$ cat src/inc/sdac_regs.svh
// constants for the stereo dac serial input: timing counts, field positions, ratio figures
// assumes the core clock runs at 200 MHz and every link pin is sampled by that clock
`ifndef SDAC_REGS_SVH
`define SDAC_REGS_SVH

`define SDAC_WORD_BITS     24
`define SDAC_CLK_MHZ       200
`define SDAC_CLK_HZ        200000000
// activity windows and the ramp tick, in ns, turned into core cycles below
`define SDAC_MCLK_IDLE_NS  1000
`define SDAC_BCLK_IDLE_NS  20000
`define SDAC_RAMP_TICK_NS  20000
`define SDAC_MCLK_IDLE_CYC ((`SDAC_MCLK_IDLE_NS * `SDAC_CLK_MHZ) / 1000)
`define SDAC_BCLK_IDLE_CYC ((`SDAC_BCLK_IDLE_NS * `SDAC_CLK_MHZ) / 1000)
`define SDAC_RAMP_TICK_CYC ((`SDAC_RAMP_TICK_NS * `SDAC_CLK_MHZ) / 1000)
`define SDAC_IDLE_BITS     12
`define SDAC_RAMP_LEN      800
`define SDAC_GAIN_BITS     10
`define SDAC_RATIO_TOL     32
// nominal master clocks per frame for each supported ratio
`define SDAC_NOM_R128      128
`define SDAC_NOM_R192      192
`define SDAC_NOM_R256      256
`define SDAC_NOM_R384      384
`define SDAC_NOM_R512      512
`define SDAC_NOM_R768      768
`define SDAC_NOM_R1152     1152
`define SDAC_MCNT_BITS     11
`define SDAC_FCNT_BITS     16
`define SDAC_FS_SLACK      16
`define SDAC_FS_88K2_HZ    88200
`define SDAC_FS_96K_HZ     96000
`define SDAC_FS_48K_HZ     48000
`define SDAC_FS_32K_HZ     32000
// sync vector positions
`define SDAC_SY_MCLK       0
`define SDAC_SY_BCLK       1
`define SDAC_SY_LR         2
`define SDAC_SY_SD         3
`define SDAC_SY_MUTE       4
`define SDAC_SY_FMT        5
`define SDAC_SY_FLOAT      6
`define SDAC_SY_POR        7
`define SDAC_SY_BITS       8
// source end divider: mclk 128fs, bclk 64fs
`define SDAC_MCLK_HALF     8
`define SDAC_BCLK_PER      32
`define SDAC_BCLK_HALF     16
`define SDAC_SLOTS         64
`define SDAC_SLOT_LSB_RTJ  8

`endif

$ cat src/inc/sdac_pkg.sv
// types shared by both ends of the stereo serial audio link
// assumes sdac_regs.svh supplies the numeric constants
package sdac_pkg;

  typedef enum logic [1:0] {
    SDAC_PWR_OFF     = 2'b00,
    SDAC_PWR_STANDBY = 2'b01,
    SDAC_PWR_ENABLED = 2'b10
  } sdac_pwr_t;

  typedef enum logic [1:0] {
    SDAC_FMT_LEFT_JUSTIFIED  = 2'b00,
    SDAC_FMT_I2S             = 2'b01,
    SDAC_FMT_RIGHT_JUSTIFIED = 2'b10
  } sdac_fmt_t;

  typedef enum logic [2:0] {
    SDAC_R128  = 3'b000,
    SDAC_R192  = 3'b001,
    SDAC_R256  = 3'b010,
    SDAC_R384  = 3'b011,
    SDAC_R512  = 3'b100,
    SDAC_R768  = 3'b101,
    SDAC_R1152 = 3'b110,
    SDAC_RNONE = 3'b111
  } sdac_ratio_t;

endpackage : sdac_pkg

$ cat src/inc/sdac_link_if.sv
// four-wire serial audio link (master clock, bit clock, frame sync, data) plus mute and three-state format pin
// assumes the source end drives every wire; the device only listens
`timescale 1ns/1ps
`default_nettype none
interface sdac_link_if;
  logic master_clock;
  logic bit_clock;
  logic frame_sync;
  logic serial_audio_in;
  logic mute_n;
  logic format_select_out;
  logic format_select_oe_n;

  modport dev (
    input master_clock,
    input bit_clock,
    input frame_sync,
    input serial_audio_in,
    input mute_n,
    input format_select_out,
    input format_select_oe_n
  );

  modport src (
    output master_clock,
    output bit_clock,
    output frame_sync,
    output serial_audio_in,
    output mute_n,
    output format_select_out,
    output format_select_oe_n
  );
endinterface : sdac_link_if
`default_nettype wire

$ cat src/hdl/sdac_dev_end.sv
// dac end: receives the serial link, measures clock ratio, soft mute, power states
// assumes every link pin is asynchronous to i_clk and sampled at 200 MHz;
// i_power_on_reset_n comes from the analogue supply comparators
`include "sdac_regs.svh"
`timescale 1ns/1ps
`default_nettype none
module sdac_dev_end (
  input  wire logic                        i_clk,
  input  wire logic                        i_rst_n,
  input  wire logic                        i_power_on_reset_n,
  sdac_link_if.dev                         lnk,
  output logic [`SDAC_WORD_BITS-1:0]       o_left,
  output logic [`SDAC_WORD_BITS-1:0]       o_right,
  output logic                             o_pair_valid,
  output sdac_pkg::sdac_ratio_t            o_ratio,
  output logic                             o_ratio_ok,
  output sdac_pkg::sdac_pwr_t              o_power_state,
  output logic [`SDAC_GAIN_BITS-1:0]       o_gain,
  output logic                             o_in_reset
);
  // ****************************************************************
  // helpers
  // ****************************************************************
  function automatic logic sdac_near(input logic [`SDAC_MCNT_BITS-1:0] cnt,
                                     input int unsigned                nom);
    int unsigned c;
    c = int'(cnt);
    return (c + `SDAC_RATIO_TOL >= nom) && (c <= nom + `SDAC_RATIO_TOL);
  endfunction : sdac_near

  function automatic logic [`SDAC_WORD_BITS-1:0] sdac_scale(
      input logic [`SDAC_WORD_BITS-1:0] w,
      input logic [`SDAC_GAIN_BITS-1:0] g);
    logic signed [34:0] p;
    p = 35'($signed(w)) * 35'($signed({1'b0, g}));
    p = p / 35'(`SDAC_RAMP_LEN);
    return p[`SDAC_WORD_BITS-1:0];
  endfunction : sdac_scale

  function automatic logic [`SDAC_FCNT_BITS-1:0] sdac_per(input int unsigned hz);
    return `SDAC_FCNT_BITS'(`SDAC_CLK_HZ / hz);
  endfunction : sdac_per

  // ****************************************************************
  // pin synchronisers
  // ****************************************************************
  logic [`SDAC_SY_BITS-1:0] raw_w, s1_q, s2_q, s3_q;
  assign raw_w[`SDAC_SY_MCLK]  = lnk.master_clock;
  assign raw_w[`SDAC_SY_BCLK]  = lnk.bit_clock;
  assign raw_w[`SDAC_SY_LR]    = lnk.frame_sync;
  assign raw_w[`SDAC_SY_SD]    = lnk.serial_audio_in;
  assign raw_w[`SDAC_SY_MUTE]  = lnk.mute_n;
  assign raw_w[`SDAC_SY_FMT]   = lnk.format_select_out;
  assign raw_w[`SDAC_SY_FLOAT] = lnk.format_select_oe_n;
  assign raw_w[`SDAC_SY_POR]   = i_power_on_reset_n;

  genvar gi;
  generate
    for (gi = 0; gi < `SDAC_SY_BITS; gi++) begin : g_sync
      always_ff @(posedge i_clk) begin
        if (!i_rst_n) begin
          s1_q[gi] <= 1'b0;
          s2_q[gi] <= 1'b0;
          s3_q[gi] <= 1'b0;
        end else begin
          s1_q[gi] <= raw_w[gi];
          s2_q[gi] <= s1_q[gi];
          s3_q[gi] <= s2_q[gi];
        end
      end
    end
  endgenerate

  // supply comparator low holds the whole core, whether rising or falling
  wire core_rst_w = !i_rst_n || !s2_q[`SDAC_SY_POR];
  wire mclk_rise_w = s2_q[`SDAC_SY_MCLK] & ~s3_q[`SDAC_SY_MCLK];
  wire bclk_rise_w = s2_q[`SDAC_SY_BCLK] & ~s3_q[`SDAC_SY_BCLK];
  wire lr_w        = s2_q[`SDAC_SY_LR];
  wire frame_w     = lr_w & ~s3_q[`SDAC_SY_LR];
  wire sd_w        = s2_q[`SDAC_SY_SD];
  wire mute_n_w    = s2_q[`SDAC_SY_MUTE];
  wire sdac_pkg::sdac_fmt_t fmt_w = s2_q[`SDAC_SY_FLOAT] ? sdac_pkg::SDAC_FMT_RIGHT_JUSTIFIED :
                                    s2_q[`SDAC_SY_FMT]   ? sdac_pkg::SDAC_FMT_I2S :
                                    sdac_pkg::SDAC_FMT_LEFT_JUSTIFIED;

  // ****************************************************************
  // clock activity monitors
  // ****************************************************************
  localparam logic [`SDAC_IDLE_BITS-1:0] MCLK_LIM = `SDAC_IDLE_BITS'(`SDAC_MCLK_IDLE_CYC);
  localparam logic [`SDAC_IDLE_BITS-1:0] BCLK_LIM = `SDAC_IDLE_BITS'(`SDAC_BCLK_IDLE_CYC);
  logic [`SDAC_IDLE_BITS-1:0] idle_q [2];
  wire  [1:0]                 edge_w = {bclk_rise_w, mclk_rise_w};
  wire  [`SDAC_IDLE_BITS-1:0] lim_w  [2];
  wire  [1:0]                 act_w;
  assign lim_w[0] = MCLK_LIM;
  assign lim_w[1] = BCLK_LIM;

  generate
    for (gi = 0; gi < 2; gi++) begin : g_act
      // counters start saturated so a fresh reset reads as no clock
      always_ff @(posedge i_clk) begin
        if (core_rst_w) begin
          idle_q[gi] <= lim_w[gi];
        end else if (edge_w[gi]) begin
          idle_q[gi] <= '0;
        end else if (idle_q[gi] != lim_w[gi]) begin
          idle_q[gi] <= idle_q[gi] + `SDAC_IDLE_BITS'(1);
        end
      end
      assign act_w[gi] = (idle_q[gi] != lim_w[gi]);
    end
  endgenerate
  wire mclk_act_w = act_w[0];
  wire bclk_act_w = act_w[1];

  // ****************************************************************
  // serial word receiver
  // ****************************************************************
  logic                       lr_last_q;
  logic [4:0]                 bitcnt_q;
  logic [`SDAC_WORD_BITS-1:0] shift_q;
  wire                        trans_w = (lr_w != lr_last_q);
  wire [4:0]                  idx_w   = trans_w ? 5'h00 : bitcnt_q;
  wire [`SDAC_WORD_BITS-1:0]  shin_w  = {shift_q[`SDAC_WORD_BITS-2:0], sd_w};
  wire                        is_rtj_w = (fmt_w == sdac_pkg::SDAC_FMT_RIGHT_JUSTIFIED);
  wire                        is_i2s_w = (fmt_w == sdac_pkg::SDAC_FMT_I2S);
  // right-justified closes the held word; idle edges after the transition fall out
  wire done_w = bclk_rise_w && (is_rtj_w ? trans_w :
                is_i2s_w ? (idx_w == 5'(`SDAC_WORD_BITS)) :
                (idx_w == 5'(`SDAC_WORD_BITS - 1)));
  wire [`SDAC_WORD_BITS-1:0]  word_w  = is_rtj_w ? shift_q : shin_w;
  wire                        chan_lr_w = is_rtj_w ? lr_last_q : lr_w;
  wire                        left_w  = is_i2s_w ? ~chan_lr_w : chan_lr_w;

  always_ff @(posedge i_clk) begin
    if (core_rst_w) begin
      lr_last_q <= 1'b0;
      bitcnt_q  <= 5'h00;
      shift_q   <= '0;
    end else if (bclk_rise_w) begin
      lr_last_q <= lr_w;
      shift_q   <= shin_w;
      if (idx_w != 5'h1f) begin
        bitcnt_q <= idx_w + 5'h01;
      end
    end
  end

  // ****************************************************************
  // ratio and rate measurement
  // ****************************************************************
  logic [`SDAC_MCNT_BITS-1:0] mcnt_q;
  logic [`SDAC_FCNT_BITS-1:0] fcnt_q;
  sdac_pkg::sdac_ratio_t      ratio_w;
  assign ratio_w = sdac_near(mcnt_q, `SDAC_NOM_R128)  ? sdac_pkg::SDAC_R128  :
                   sdac_near(mcnt_q, `SDAC_NOM_R192)  ? sdac_pkg::SDAC_R192  :
                   sdac_near(mcnt_q, `SDAC_NOM_R256)  ? sdac_pkg::SDAC_R256  :
                   sdac_near(mcnt_q, `SDAC_NOM_R384)  ? sdac_pkg::SDAC_R384  :
                   sdac_near(mcnt_q, `SDAC_NOM_R512)  ? sdac_pkg::SDAC_R512  :
                   sdac_near(mcnt_q, `SDAC_NOM_R768)  ? sdac_pkg::SDAC_R768  :
                   sdac_near(mcnt_q, `SDAC_NOM_R1152) ? sdac_pkg::SDAC_R1152 :
                   sdac_pkg::SDAC_RNONE;
  // rate limits checked on frame length in core cycles, with a little slack for jitter
  wire ge_88k2_w = (fcnt_q <= sdac_per(`SDAC_FS_88K2_HZ) + `SDAC_FCNT_BITS'(`SDAC_FS_SLACK));
  wire le_96k_w  = (fcnt_q + `SDAC_FCNT_BITS'(`SDAC_FS_SLACK) >= sdac_per(`SDAC_FS_96K_HZ));
  wire le_48k_w  = (fcnt_q + `SDAC_FCNT_BITS'(`SDAC_FS_SLACK) >= sdac_per(`SDAC_FS_48K_HZ));
  wire le_32k_w  = (fcnt_q + `SDAC_FCNT_BITS'(`SDAC_FS_SLACK) >= sdac_per(`SDAC_FS_32K_HZ));
  wire pair_ok_w = ((ratio_w == sdac_pkg::SDAC_R128) || (ratio_w == sdac_pkg::SDAC_R192)) ?
                   ge_88k2_w :
                   ((ratio_w == sdac_pkg::SDAC_R256) || (ratio_w == sdac_pkg::SDAC_R384)) ?
                   le_96k_w :
                   ((ratio_w == sdac_pkg::SDAC_R512) || (ratio_w == sdac_pkg::SDAC_R768)) ?
                   le_48k_w :
                   (ratio_w == sdac_pkg::SDAC_R1152) ? le_32k_w : 1'b0;

  always_ff @(posedge i_clk) begin
    if (core_rst_w || frame_w) begin
      mcnt_q <= '0;
      fcnt_q <= '0;
    end else begin
      if (mclk_rise_w && (mcnt_q != '1)) begin
        mcnt_q <= mcnt_q + `SDAC_MCNT_BITS'(1);
      end
      if (fcnt_q != '1) begin
        fcnt_q <= fcnt_q + `SDAC_FCNT_BITS'(1);
      end
    end
  end

  always_ff @(posedge i_clk) begin
    if (core_rst_w) begin
      o_ratio    <= sdac_pkg::SDAC_RNONE;
      o_ratio_ok <= 1'b0;
    end else if (frame_w) begin
      o_ratio    <= ratio_w;
      o_ratio_ok <= pair_ok_w;
    end
  end

  // ****************************************************************
  // soft mute ramp
  // ****************************************************************
  // without a bit clock there are no samples, so a fixed tick stands in
  logic [`SDAC_IDLE_BITS-1:0] tdiv_q;
  wire  tick_w   = (tdiv_q == `SDAC_IDLE_BITS'(`SDAC_RAMP_TICK_CYC - 1));
  wire  step_w   = bclk_act_w ? frame_w : tick_w;
  wire  play_w   = (o_power_state == sdac_pkg::SDAC_PWR_ENABLED) && mute_n_w &&
                   bclk_act_w;
  localparam logic [`SDAC_GAIN_BITS-1:0] GAIN_FULL = `SDAC_GAIN_BITS'(`SDAC_RAMP_LEN);

  always_ff @(posedge i_clk) begin
    if (core_rst_w || tick_w) begin
      tdiv_q <= '0;
    end else begin
      tdiv_q <= tdiv_q + `SDAC_IDLE_BITS'(1);
    end
  end

  always_ff @(posedge i_clk) begin
    if (core_rst_w || (o_power_state == sdac_pkg::SDAC_PWR_OFF)) begin
      o_gain <= '0;
    end else if (play_w) begin
      o_gain <= GAIN_FULL;
    end else if (step_w && (o_gain != '0)) begin
      o_gain <= o_gain - `SDAC_GAIN_BITS'(1);
    end
  end

  // ****************************************************************
  // sample output
  // ****************************************************************
  always_ff @(posedge i_clk) begin
    if (core_rst_w) begin
      o_left       <= '0;
      o_right      <= '0;
      o_pair_valid <= 1'b0;
    end else begin
      o_pair_valid <= done_w && !left_w;
      if (done_w && left_w) begin
        o_left <= sdac_scale(word_w, o_gain);
      end
      if (done_w && !left_w) begin
        o_right <= sdac_scale(word_w, o_gain);
      end
    end
  end

  // ****************************************************************
  // power state machine
  // ****************************************************************
  sdac_pkg::sdac_pwr_t pwr_d;
  always_comb begin
    pwr_d = o_power_state;
    case (o_power_state)
      sdac_pkg::SDAC_PWR_OFF: begin
        if (mclk_act_w && bclk_act_w) begin
          pwr_d = mute_n_w ? sdac_pkg::SDAC_PWR_ENABLED : sdac_pkg::SDAC_PWR_STANDBY;
        end
      end
      sdac_pkg::SDAC_PWR_STANDBY: begin
        if (!mclk_act_w) begin
          pwr_d = sdac_pkg::SDAC_PWR_OFF;
        end else if (mute_n_w && bclk_act_w) begin
          pwr_d = sdac_pkg::SDAC_PWR_ENABLED;
        end
      end
      sdac_pkg::SDAC_PWR_ENABLED: begin
        if (!mclk_act_w) begin
          pwr_d = sdac_pkg::SDAC_PWR_OFF;
        end else if (!play_w && (o_gain == '0)) begin
          pwr_d = sdac_pkg::SDAC_PWR_STANDBY;
        end
      end
      default: begin
        pwr_d = sdac_pkg::SDAC_PWR_OFF;
      end
    endcase
  end

  always_ff @(posedge i_clk) begin
    if (core_rst_w) begin
      o_power_state <= sdac_pkg::SDAC_PWR_OFF;
      o_in_reset    <= 1'b1;
    end else begin
      o_power_state <= pwr_d;
      o_in_reset    <= 1'b0;
    end
  end
endmodule : sdac_dev_end
`default_nettype wire

$ cat src/flat_wrapper.sv
// flat-port wrapper written by rule: the top's interface ports become plain ports
module sdac_dev_end_flat 
  (i_clk, i_rst_n, i_power_on_reset_n, o_left, o_right, o_pair_valid, o_ratio, o_ratio_ok, o_power_state, o_gain, o_in_reset, lnk_master_clock, lnk_bit_clock, lnk_frame_sync, lnk_serial_audio_in, lnk_mute_n, lnk_format_select_out, lnk_format_select_oe_n);
  sdac_link_if lnk_i ();
  input  wire logic i_clk;
  input  wire logic i_rst_n;
  input  wire logic i_power_on_reset_n;
  output logic [`SDAC_WORD_BITS-1:0] o_left;
  output logic [`SDAC_WORD_BITS-1:0] o_right;
  output logic o_pair_valid;
  output sdac_pkg::sdac_ratio_t o_ratio;
  output logic o_ratio_ok;
  output sdac_pkg::sdac_pwr_t o_power_state;
  output logic [`SDAC_GAIN_BITS-1:0] o_gain;
  output logic o_in_reset;
  input wire logic [$bits(lnk_i.master_clock)-1:0] lnk_master_clock;
  input wire logic [$bits(lnk_i.bit_clock)-1:0] lnk_bit_clock;
  input wire logic [$bits(lnk_i.frame_sync)-1:0] lnk_frame_sync;
  input wire logic [$bits(lnk_i.serial_audio_in)-1:0] lnk_serial_audio_in;
  input wire logic [$bits(lnk_i.mute_n)-1:0] lnk_mute_n;
  input wire logic [$bits(lnk_i.format_select_out)-1:0] lnk_format_select_out;
  input wire logic [$bits(lnk_i.format_select_oe_n)-1:0] lnk_format_select_oe_n;
  assign lnk_i.master_clock = lnk_master_clock;
  assign lnk_i.bit_clock = lnk_bit_clock;
  assign lnk_i.frame_sync = lnk_frame_sync;
  assign lnk_i.serial_audio_in = lnk_serial_audio_in;
  assign lnk_i.mute_n = lnk_mute_n;
  assign lnk_i.format_select_out = lnk_format_select_out;
  assign lnk_i.format_select_oe_n = lnk_format_select_oe_n;
  sdac_dev_end u_core (.i_clk(i_clk), .i_rst_n(i_rst_n), .i_power_on_reset_n(i_power_on_reset_n), .lnk(lnk_i), .o_left(o_left), .o_right(o_right), .o_pair_valid(o_pair_valid), .o_ratio(o_ratio), .o_ratio_ok(o_ratio_ok), .o_power_state(o_power_state), .o_gain(o_gain), .o_in_reset(o_in_reset));
endmodule
$ cat config.mk
export PLATFORM = sky130hd
export DESIGN_NAME = sdac_dev_end_flat
export DESIGN_NICKNAME = d
export VERILOG_FILES = /design/src/inc/sdac_pkg.sv /design/src/inc/sdac_link_if.sv /design/src/hdl/sdac_dev_end.sv /design/src/flat_wrapper.sv
export VERILOG_INCLUDE_DIRS = /design/src /design/src/inc
export SDC_FILE = /design/constraint.sdc
export NUM_CORES = 1
export LEC_CHECK = 0
export BUFFER_PORTS_ARGS = -buffer_cell sky130_fd_sc_hd__buf_2
export CORE_UTILIZATION = 60
export DETAILED_ROUTE_END_ITERATION = 12
export GPL_TIMING_DRIVEN = 1
export PLACE_DENSITY = 0.77
export SETUP_SLACK_MARGIN = 0.3
export SYNTH_ARGS = -nofsm -noshare
export SYNTH_HDL_FRONTEND = slang
export SYNTH_SLANG_ARGS = --single-unit
$ cat constraint.sdc
create_clock -name i_clk -period 70 [get_ports i_clk]
set_clock_uncertainty 0.05 [all_clocks]
set_input_delay 10.5 -clock i_clk [delete_from_list [all_inputs] [get_ports i_clk]]
set_output_delay 10.5 -clock i_clk [all_outputs]
set_load 0.01 [all_outputs]
# Word-level counts from Yosys, hierarchy flattened
# Memory sizes are Yosys's and may differ from the RTL's.
# Index checks and enable logic that the tools add are counted.
# word_totals
register_bits	154
ram_bits	24
in_bits	10
out_inout_bits	66
word_cells	182
memories	1
# classes
n_addsub	9
mul	1
n_div	1
magnitude_cmp	18
eq_ne	22
mux	49
n_bitwise	11
n_reduce_logical	36
# mem_list
name	depth	width	rd	rd_ports_with_merged_regs	write_ports	line	text
u_core.idle_q	2	12	2	0	2	sdac_dev_end.sv:91	logic [`SDAC_IDLE_BITS-1:0] idle_q [2];
# op_table
op	n
32-bit by 10-bit greater-or-equal comparator with 1-bit output (second input constant)	2
32-bit by 8-bit greater-or-equal comparator with 1-bit output (second input constant)	2
32-bit by 9-bit greater-or-equal comparator with 1-bit output (second input constant)	2
12-bit two-way mux	4
12-bit by 1-bit adder with 12-bit output (second input constant)	3
35-bit by 11-bit divider with 35-bit output (second input constant)	1
24-bit by 11-bit multiplier with 35-bit output	1
16-bit by 13-bit greater-or-equal comparator with 1-bit output (second input constant)	2
32-bit by 11-bit greater-or-equal comparator with 1-bit output (second input constant)	1
1-bit two-way mux	27
24-bit two-way mux	1
11-bit by 10-bit <= comparator with 1-bit output (second input constant)	2
11-bit by 8-bit <= comparator with 1-bit output (second input constant)	2
11-bit by 9-bit <= comparator with 1-bit output (second input constant)	2
10-bit two-way mux	2
3-bit two-way mux	6
1-bit logical AND	17
16-bit by 1-bit adder with 16-bit output (second input constant)	1
16-bit by 5-bit adder with 16-bit output (second input constant)	1
16-bit by 12-bit greater-or-equal comparator with 1-bit output (second input constant)	1
16-bit by 12-bit <= comparator with 1-bit output (second input constant)	1
16-bit inequality test (second input constant)	1
2-bit two-way mux	7
11-bit by 6-bit adder with 12-bit output (second input constant)	1
33 further kinds	57

# Logic depth before layout (Yosys ltp)
# Gate-level depths: netlist of the first run.
# depth
ltp_word	15
depth_mapped	103
depth_no_buf	87

# Least setup slack after synthesis of the first run
# Ideal clock, no wire load.
# synth_timing
path_type	reg2reg
startpoint	register u_core.s2_q[6]
endpoint	register u_core.o_left[16]
setup_time_ps	128
arrival_time_ps	22862
required_time_ps	69822
slack_ps	46961
stages_incl_launch_ff	92
n_path_buf	6
period_less_slack_ps	23039
path_cell_list	dfxtp_1 > clkbuf_1 > clkbuf_1 > mux2_2 > and2_1 > fa_1 > inv_1 > fa_1 > inv_1 > fa_1 > fa_1 > inv_1 > fa_1 > inv_1 > ha_1 > a21oi_2 > o211ai_1 > a2111oi_2 > (+56 left out) > maj3_2 > buf_6 > xnor2_4 > o22a_2 > or2_1 > buf_2 > o311ai_1 > nor4_1 > o31a_1 > a311o_1 > nand2_1 > ha_1 > and3_1 > and2_1 > a31oi_1 > xnor2_1 > mux2i_1 > nor2_1
# synth_between
elab_chain_cells	6
word_cells_on_any_way	13
cone_classes	mul: 1; div: 1; eq/ne: 2; mux: 6; bitwise: 1; reduce/logical: 2
# synth_lines
item	line	text
from (decl)	sdac_dev_end.sv:47	logic [`SDAC_SY_BITS-1:0] raw_w, s1_q, s2_q, s3_q;
from (signal, indexed assignment)	sdac_dev_end.sv:67	s2_q[gi] <= s1_q[gi];
2-bit two-way mux (*)	sdac_dev_end.sv:82	wire sdac_pkg::sdac_fmt_t fmt_w = s2_q[`SDAC_SY_FLOAT] ? sdac_pkg::SDAC_FMT_RIGHT_JUSTIFIED :
parallel branches: the longest is 5 deep, another holds 24-bit by 11-bit multiplier with 35-bit output	-	
to (signal assigned)	sdac_dev_end.sv:240	o_left <= sdac_scale(word_w, o_gain);
to (decl)	sdac_dev_end.sv:12	output logic [`SDAC_WORD_BITS-1:0] o_left,
# Every way passes the cells marked *.
# A chain may end at the register's enable or synchronous reset.

# Worst setup path after layout of the first run
# layout_timing
startpoint	register u_core.s2_q[6]
endpoint	register u_core.o_left[22]
# The elaborated chain is that of the path after synthesis.

==> impl_metrics.tcl, run 1 <==
set metrics [dict create \
    run_status "complete, no violations" \
    critPathMostFrequentCell "a21oi_1" \
    period_needed_ps 28210 \
    final_common_cell "nand2_1" \
    ys_ff_latch 178 \
    synth_edf_count 24 \
    critical_path.max_stage_delay_ps 1030 \
    holdBufCountCts 0 \
    ys_seq_area_frac 0.1482 \
    startpoint "u_core.s2_q[6]$_SDFF_PN0_" \
    ant_nets 0 \
    start_util 0.6104 \
    r2r-end "u_core.o_left[22]$_SDFFE_PP0P_" \
    cts_max_path_buffers 2 \
    hold_path.class "register to register" \
    vias_per_cell 6.309 \
    drt_iter0_drc 1786 \
    postLayoutCoreUtil 0.6409 \
    fin_cells 3711 \
    p_leak_nw 10.87 \
    cts-resized-gates 0 \
    power_density_nw_per_um2 7.773 \
    drt_wl_total_microns 66200 \
    critical_path_required_ps 70280 \
    io_pins 76 \
    die_width_microns 208.8 \
    row_count 75 \
    dieArea_sq_um 43600 \
    worst-setup-path-type "register to register" \
    synth.avg_cell_area_sq_um 8.087 \
    vias 23410 \
    grt_pass1_vias 22660 \
    dpl.hpwl_microns 51680 \
    crit_fanout 40 \
    htreeDepth 4 \
    startpoint_type "register" \
    grtUsageTotal 0.3075 \
    worstMarginPinSlew_ps 1271 \
    fmax_mhz 35.45 \
    grt-ovfl-total 0 \
    reg2reg_setup_slack_ps 41790 \
    antenna_cells 0 \
    cts.reportedPaths.clkPinSlew_ps 80 \
    drc 0 \
    setup_viol 0 \
    final_cell_mix "nand2_1, inv_1, nor2_1" \
    synthArstFlopShare 0 \
    worstSetupEndpointType "register" \
    drive_gt1_frac 0.09773 \
    postCtsSetupRepairBufs 0 \
    gp_congestion 0.9543 \
    fp.dieH_microns 208.8 \
    synth_ff_type "dfxtp_1" \
    finalHoldViolCount 0 \
    yosysWarnings 0 \
    crit_slowest_cell "nor3b_1" \
    postSynthCellCount 3173 \
    critPathCapture "u_core.o_left[22]$_SDFFE_PP0P_" \
    cts_buffers 17 \
    syn_area_sq_um 25660 \
    reg2reg_from "u_core.s2_q[6]$_SDFF_PN0_" \
    antenna_found_initial 0 \
    slew_headroom 0.1509 \
    clock_latency_ps 480 \
    routedWlPerCell_microns 17.84 \
    slew_viol_final 0 \
    root_buffer "clkbuf_16" \
    area_delta_synth_final_pct 4.993 \
    coreArea_sq_um 42040 \
    cts_tree "built" \
    cp_data_arrival_time_ps 28500 \
    grt_max_degree 86 \
    ir_worst_vdd_mv 0.01545 \
    dr.pass1.iters 6 \
    drv_cap 0 \
    grt_pass1_wl_microns 111800 \
    reg2regPathDepth 85 \
    post-route-period-util 0.4030 \
    ys_types 146 \
    dpl.cell_count 3679 \
    rsz0062_at_grt "no" \
    fin_nets 3478 \
    portBuffers 75 \
    syn_nets 3492 \
    tns_ps 0 \
    clock_sinks 178 \
]
[logic make-up after synthesis]
group           Yosys count  synth area share
compound gates          749            0.2233
xor+xnor                181           0.06612
fa+ha+maj               314            0.2138
buf+inv                 429           0.06490
flops                   178            0.1482
mux                     122           0.05090
simple gates           1200            0.2327
[state kept, by name, indices dropped and copies added, names as in the netlist, 2 cells and up]
signal / cells
u_core.shift_q: 24
u_core.o_gain: 10
u_core.s1_q: 8
u_core.o_power_state: 2
u_core.o_left: 24
u_core.bitcnt_q: 5
u_core.o_ratio: 3
u_core.o_right: 24
u_core.idle_q: 24
u_core.fcnt_q: 16
u_core.mcnt_q: 11
u_core.s2_q: 5
u_core.s3_q: 3
u_core.tdiv_q: 12
[area by class of cell]
cell class / instances / area (sq um)
Multi-Input combinational cell: 2566 / 20200
Timing Repair Buffer: 92 / 503.0
Inverter: 304 / 1141
Sequential cell: 178 / 3805
Clock inverter: 15 / 190.2
Tap cell: 539 / 674.4
Fill cell: 3630 / 15100
Clock buffer: 17 / 425.4
[routing by layer]
metal,part of all wire,GRT usage,wire (microns)
met5,0,0,0
met3,0.056,0.03261,3704
met4,0.017,0.08545,1124
met1,0.45,0.4185,29780
met2,0.48,0.5177,31600
[critical path, delay by kind of cell, from the launching register on]
family,cells,cell delay [ps]
buffers and inverters,5,420
multiplexers,6,1730
flip-flops,1,960
AO/OA/AOI/OAI,45,15120
XOR/XNOR,3,920
AND/OR/NAND/NOR,18,5180
adder cells (fa/ha/maj),8,3570
[report_power, final]
group,switching (W),internal (W)
Combinational,0.00000297,0.00000165
Sequential,0.00000102,0.000104
Clock,0.0000483,0.0000513
[how the worst min path moves through the flow]
stage	start	end	slack, ps	cells after the start
2_1_floorplan	u_core.s1_q[2]$_SDFF_PN0_	u_core.lr_w$_SDFF_PN0_	360	1
3_3_place_gp	u_core.s1_q[0]$_SDFF_PN0_	u_core.s2_q[0]$_SDFF_PN0_	360	1
3_5_place_dp	u_core.s1_q[1]$_SDFF_PN0_	u_core.s2_q[1]$_SDFF_PN0_	370	1
4_1_cts	u_core.s1_q[1]$_SDFF_PN0_	u_core.s2_q[1]$_SDFF_PN0_	390	1
5_1_grt	u_core.s1_q[1]$_SDFF_PN0_	u_core.s2_q[1]$_SDFF_PN0_	400	1
6_report	u_core.s1_q[1]$_SDFF_PN0_	u_core.s2_q[1]$_SDFF_PN0_	390	1
[Yosys cell counts, types with 11 or more instances]
library cell	n	area [sq um]
nor4_1	27	168.9
ha_1	100	1251
nor2_1	302	1134
mux2i_1	79	790.8
nand2b_1	16	100.1
or3_1	25	156.4
mux2_2	35	394.1
clkbuf_1	87	326.6
dfxtp_1	154	3083
a211oi_1	41	307.8
o211ai_1	43	322.8
o22ai_1	13	81.33
o31ai_1	16	120.1
a211oi_2	15	187.7
nand4_1	36	225.2
a31oi_1	23	143.9
o21ai_0	99	495.5
or2_2	11	68.82
or2_1	15	93.84
a211o_1	11	96.34
o21a_1	13	97.59
and3_1	45	281.5
xor2_1	65	569.3
and2_1	159	994.7
o21ai_1	31	155.2
buf_2	21	105.1
edfxtp_1	24	720.7
fa_1	209	4184
a21oi_1	170	850.8
nand2_1	352	1321
inv_1	304	1141
a21o_1	30	225.2
nand3_1	82	410.4
xnor2_1	105	919.6
a22oi_1	12	90.09
nor3_1	57	285.3
o221ai_1	11	96.34
[stage by stage]
| step | total power (W) | hold slack [ps] | instance area, sq um | worst slack, ps |
|---|---|---|---|---|
| 2_1_floorplan | 0.0001106 | 361.9 | 25660 | 46960 |
| 3_3_place_gp | 0.0001119 | 363.3 | 26330 | 43060 |
| 3_5_place_dp | 0.0001121 | 368.7 | 26330 | 42400 |
| 4_1_cts | 0.0002116 | 387.4 | 26940 | 42390 |
| 5_1_grt | 0.0002159 | 398.0 | 26940 | 39890 |
| 6_report | 0.0002094 | 385.2 | 26940 | 41790 |
Power figures use the tool's default switching activity.
==> inputs of run 2 (changes only) <==
ABC_AREA = 1   (was default)
clock period = 29.3 ns   (was 70 ns; I/O delays follow)
==> impl_metrics.tcl, run 2 <==
set metrics [dict create \
    critPathMostFrequentCell "nand2_2" \
    grt-ovfl-total 0 \
    io_pins 76 \
    start_util 0.6089 \
    post-place-ws_ps 8084 \
    synth_top_area_frac 0.1679 \
    grt_pass1_wl_microns 100800 \
    cts_tree "built" \
    fmax_mhz 46.58 \
    fin_nets 3972 \
    grt_max_degree 79 \
    clock_latency_ps 480 \
    crit_fanout 51 \
    ys_ff_latch 178 \
    postLayoutCoreUtil 0.6424 \
    slew_viol_final 0 \
    root_buffer "clkbuf_16" \
    antenna_cells 0 \
    reg2reg_setup_slack_ps 7830 \
    slew_headroom 0.2740 \
    num-fill-cells 3750 \
    htreeDepth 4 \
    hold_ws_ps 371.2 \
    multi_input_area_sq_um 17840 \
    ys_types 79 \
    ant_nets 0 \
    drive_gt1_frac 0.1650 \
    clock_sinks 178 \
    dieArea_sq_um 42350 \
    cts_max_path_buffers 2 \
    synth_top_cell_by_area "fa_1" \
    fp.dieH_microns 205.8 \
    die_width_microns 205.8 \
    vias_per_cell 5.313 \
    cts-resized-gates 0 \
    postSynthCellCount 3612 \
    gp_congestion 0.9843 \
    post-route-period-util 0.7327 \
    period_needed_ps 21470 \
    startpoint_type "register" \
    area_delta_synth_final_pct 5.493 \
    tns_ps 0 \
    worst-setup-path-type "register to register" \
    ir_worst_vdd_mv 0.02557 \
    crit_slowest_cell "fa_1" \
    drt_wl_total_microns 59540 \
    regArea_sq_um 3804 \
    syn_area_sq_um 24920 \
    synthArstFlopShare 0 \
    cts.reportedPaths.clkPinSlew_ps 70 \
    postCtsSetupRepairBufs 0 \
    dr.pass1.iters 6 \
    setup_viol 0 \
    synthTopCellsByCount "nand2_1, inv_1, nor2_1, nand3_1, fa_1" \
    yosysWarnings 0 \
    grtUsageTotal 0.2952 \
    grt_pass1_vias 21340 \
    synth.avg_cell_area_sq_um 6.899 \
    synth.most_common_cell "nand2_1" \
    portBuffers 75 \
    drv_cap 0 \
    cp_data_arrival_time_ps 21740 \
    vias 22300 \
    run_status "complete, no violations" \
    final_cell_mix "nand2_1, inv_1, nor2_1" \
    dpl.hpwl_microns 48250 \
    rsz0062_at_grt "no" \
    fin_ws_ps 7832 \
    final_common_cell "nand2_1" \
    syn_nets 3931 \
    ys_seq_area_frac 0.1526 \
    finalHoldViolCount 0 \
    worstSetupEndpointType "register" \
    antenna_found_initial 0 \
    drt_iter0_drc 1748 \
    hold_path.class "register to register" \
    synth_ff_type "dfxtp_1" \
    drc 0 \
    worstMarginPinSlew_ps 1078 \
    synth_edf_count 24 \
    power_density_nw_per_um2 19.24 \
    coreArea_sq_um 40920 \
    routedWlPerCell_microns 14.18 \
    p_leak_nw 13.91 \
    row_count 74 \
    holdBufCountCts 0 \
    critical_path.max_stage_delay_ps 540 \
    synth_area_leaders "fa_1, dfxtp_1, nand2_1, inv_1, nor2_1" \
    cts_buffers 17 \
    critical_path_required_ps 29570 \
]
[run 2: worst max-delay path: cells and delay by family, from the launching register on]
kind / cells / cell delay (ps)
AO/OA/AOI/OAI: 8 / 1730
XOR/XNOR: 3 / 960
adder cells (fa/ha/maj): 7 / 3130
buffers and inverters: 11 / 1820
flip-flops: 1 / 310
AND/OR/NAND/NOR: 112 / 13220
[run 2: cell type report]
cell class,instances,share of cell area
Multi-Input combinational cell,2619,0.6788
Sequential cell,178,0.1447
Inverter,751,0.1111
Tap cell,532,0.02532
Clock buffer,21,0.01837
Timing Repair Buffer,86,0.01742
Clock inverter,11,0.004284
[run 2: logic make-up after synthesis]
logic type | count (synthesis) | synth area share
xor gates and xnor gates | 81 | 0.02907
buffers and inverters | 815 | 0.1317
muxes | 1 | 0.0004017
DFF | 178 | 0.1526
and+or+nand+nor | 1857 | 0.3821
adders and majority gates | 309 | 0.2181
AOI/OAI and AO/OA | 371 | 0.08601
[run 2: metal layers]
metal,wire [microns],track usage,vias to the layer above
met4,1548,0.09769,0
li1,-,-,11280
met3,3523,0.03880,122
met1,26340,0.3818,10250
met2,28130,0.5066,660
met5,0,0,-
[run 2: final timing paths]
check        depth (start not counted)                 startpoint                              to
max                                141  u_core.s2_q[6]$_SDFF_PN0_  u_core.o_left[16]$_SDFFE_PP0P_
min reg2reg                          2  u_core.s1_q[1]$_SDFF_PN0_       u_core.s2_q[1]$_SDFF_PN0_
min                                  2  u_core.s1_q[1]$_SDFF_PN0_       u_core.s2_q[1]$_SDFF_PN0_
max reg2reg                        141  u_core.s2_q[6]$_SDFF_PN0_  u_core.o_left[16]$_SDFFE_PP0P_
[run 2: power by group]
group          leakage (nW)  internal, W  switching, W
Combinational          12.1   0.00000556     0.0000165
Sequential             1.50     0.000249    0.00000173
Clock                 0.289     0.000122      0.000111
[run 2: stage by stage]
step / total power, W / instances / instance area, sq um
after CTS: 0.0005099 / 4198 / 26290
after floorplan: 0.0002715 / 3612 / 24920
final: 0.0005058 / 4198 / 26290
after global routing: 0.0005208 / 4198 / 26290
after detailed placement: 0.0002784 / 4166 / 25690
after global placement: 0.0002782 / 4166 / 25690
==> inputs of run 3 (changes only) <==
CORE_UTILIZATION = 59   (was 60)
PLACE_DENSITY = 0.79   (was 0.77)
clock period = 19.11 ns   (was 29.3 ns; I/O delays follow)
==> impl_metrics.tcl, run 3 (same netlist as run 2, synthesis figures left out) <==
set metrics [dict create \
    gp_congestion 1.056 \
    vias 26700 \
    grt_pass1_vias 23510 \
    fin_cells 4497 \
    whs_endpoint "u_core.s2_q[5]$_SDFF_PN0_" \
    reg2reg_setup_slack_ps -890 \
    die_width_microns 207.5 \
    drive_gt1_frac 0.3458 \
    hold_ws_ps 366.4 \
    dpl.cell_count 4223 \
    clock_sinks 178 \
    critPathMostFrequentCell "nand2_4" \
    reg2regPathDepth 143 \
    cts_tree "built" \
    drc 0 \
    slew_headroom 0.1082 \
    min_path_cells 2 \
    crit_fanout 8 \
    final_common_cell "inv_1" \
    io_pins 76 \
    antenna_found_initial 0 \
    worstSetupEndpointType "register" \
    root_buffer "clkbuf_16" \
    power_density_nw_per_um2 25.29 \
    cp_data_arrival_time_ps 20270 \
    worstMarginPinSlew_ps 1328 \
    rsz0062_at_grt "yes" \
    cts_buffers 17 \
    routedWlPerCell_microns 18.34 \
    dieArea_sq_um 43060 \
    finalHoldViolCount 0 \
    critical_path.max_stage_delay_ps 570 \
    fin_nets 4271 \
    critical_path_required_ps 19390 \
    ir_worst_vdd_mv 0.04650 \
    slew_viol_final 0 \
    drv_cap 0 \
    post-place-ws_ps -758.1 \
    post-route-period-util 1.046 \
    coreArea_sq_um 41200 \
    cts_max_path_buffers 2 \
    dpl.hpwl_microns 48780 \
    portBuffers 75 \
    vias_per_cell 5.938 \
    dr.pass1.iters 9 \
    r2r-end "u_core.o_right[14]$_SDFFE_PP0P_" \
    row_count 74 \
    run_status "finished with violations" \
    cts.reportedPaths.clkPinSlew_ps 80 \
    placed_cell_area_sq_um 26150 \
    startpoint_type "register" \
    antenna_cells 0 \
    setup_viol 44 \
    drt_iter0_drc 3260 \
    fin_area_sq_um 32050 \
    grtUsageTotal 0.3092 \
    fin_ws_ps -885.1 \
    worst-setup-path-type "register to register" \
    grt_pass1_wl_microns 110000 \
    fp.dieH_microns 207.5 \
    period_needed_ps 20000 \
    start_util 0.6048 \
    reg2reg_from "u_core.s2_q[6]$_SDFF_PN0_" \
    holdBufCountCts 0 \
    area_delta_synth_final_pct 28.63 \
    grt-ovfl-total 0 \
    p_leak_nw 16.70 \
    crit_slowest_cell "fa_1" \
    hold_path_startpoint "u_core.s1_q[5]$_SDFF_PN0_" \
    drt_wl_total_microns 82500 \
    hold_path.class "register to register" \
    ant_nets 0 \
    clock_latency_ps 490 \
    final_cell_mix "inv_1, nand2_1, nor2_1" \
    grt_max_degree 82 \
    htreeDepth 4 \
    violations "negative setup slack" \
    fmax_mhz 50.01 \
]
[run 3: cell count changes in the layout (fill, tap and decap cells not counted), moves of 63 or more]
cell,delta
nand2_4,+80
inv_2,+64
nand3_1,-63
nand2_1,-159
buf_4,+263
inv_1,-78
[run 3: power breakdown]
group	total, W	switching (W)	internal, W
logic	0.0000520	0.0000323	0.0000197
registers	0.000385	0.00000301	0.000382
clock network	0.000374	0.000192	0.000182
[run 3: per-stage QoR]
step / setup TNS, ps / utilization / total power (W)
floorplan: 0 / - / 0.0004163
global placement: -1920 / 0.6346 / 0.0004295
detailed placement: -9263 / 0.6346 / 0.0004300
CTS: 0 / 0.7021 / 0.0008057
global route: -66310 / 0.7779 / 0.0008314
finish: -16000 / 0.7779 / 0.0008107
[run 3: worst max-delay path by stage]
stage                              startpoint                              end  slack (ps)  depth (start not counted)
finish              u_core.s2_q[6]$_SDFF_PN0_  u_core.o_right[14]$_SDFFE_PP0P_        -890                        143
detailed placement  u_core.s2_q[6]$_SDFF_PN0_  u_core.o_right[18]$_SDFFE_PP0P_        -760                        140
floorplan           u_core.s2_q[6]$_SDFF_PN0_  u_core.o_right[20]$_SDFFE_PP0P_        1230                        149
global route        u_core.s2_q[6]$_SDFF_PN0_  u_core.o_right[14]$_SDFFE_PP0P_       -1980                        149
CTS                 u_core.s2_q[6]$_SDFF_PN0_   u_core.o_left[22]$_SDFFE_PP0P_         300                        162
global placement    u_core.s2_q[6]$_SDFF_PN0_  u_core.o_right[18]$_SDFFE_PP0P_        -370                        140
[run 3: per-layer routing]
metal / vias up / track usage / share of wire
met2: 1727 / 0.5289 / 0.47
met4: 0 / 0.1269 / 0.077
li1: 11900 / - / -
met1: 12420 / 0.3878 / 0.36
met3: 662 / 0.04977 / 0.092
met5: - / 0 / 0
[run 3: area by class of cell]
type,count,area [sq um]
Clock buffer,17,425.4
Clock inverter,15,214.0
Fill cell,2538,9150
Inverter,751,2978
Multi-Input combinational cell,2619,21050
Sequential cell,178,3807
Tap cell,532,665.6
Timing Repair Buffer,382,2873
Timing Repair inverter,3,38.79
[run 3: critical path, delay by kind of cell (launching register included)]
kind	cells	cell delay, ps
AO/OA/AOI/OAI	8	1090
adder cells (fa/ha/maj)	7	3190
XOR/XNOR	1	240
AND/OR/NAND/NOR	111	13080
buffers and inverters	16	1700
flip-flops	1	400
[run 3: what timing repair did]
item / 4_1_cts / 5_1_grt
setup buffers: 112 / 126
endpoints found under the hold margin: 0 / 0
pin swaps: 186 / 274
setup endpoints to repair: 46 / 48
cloned: 4 / 0
resized for setup: 271 / 568
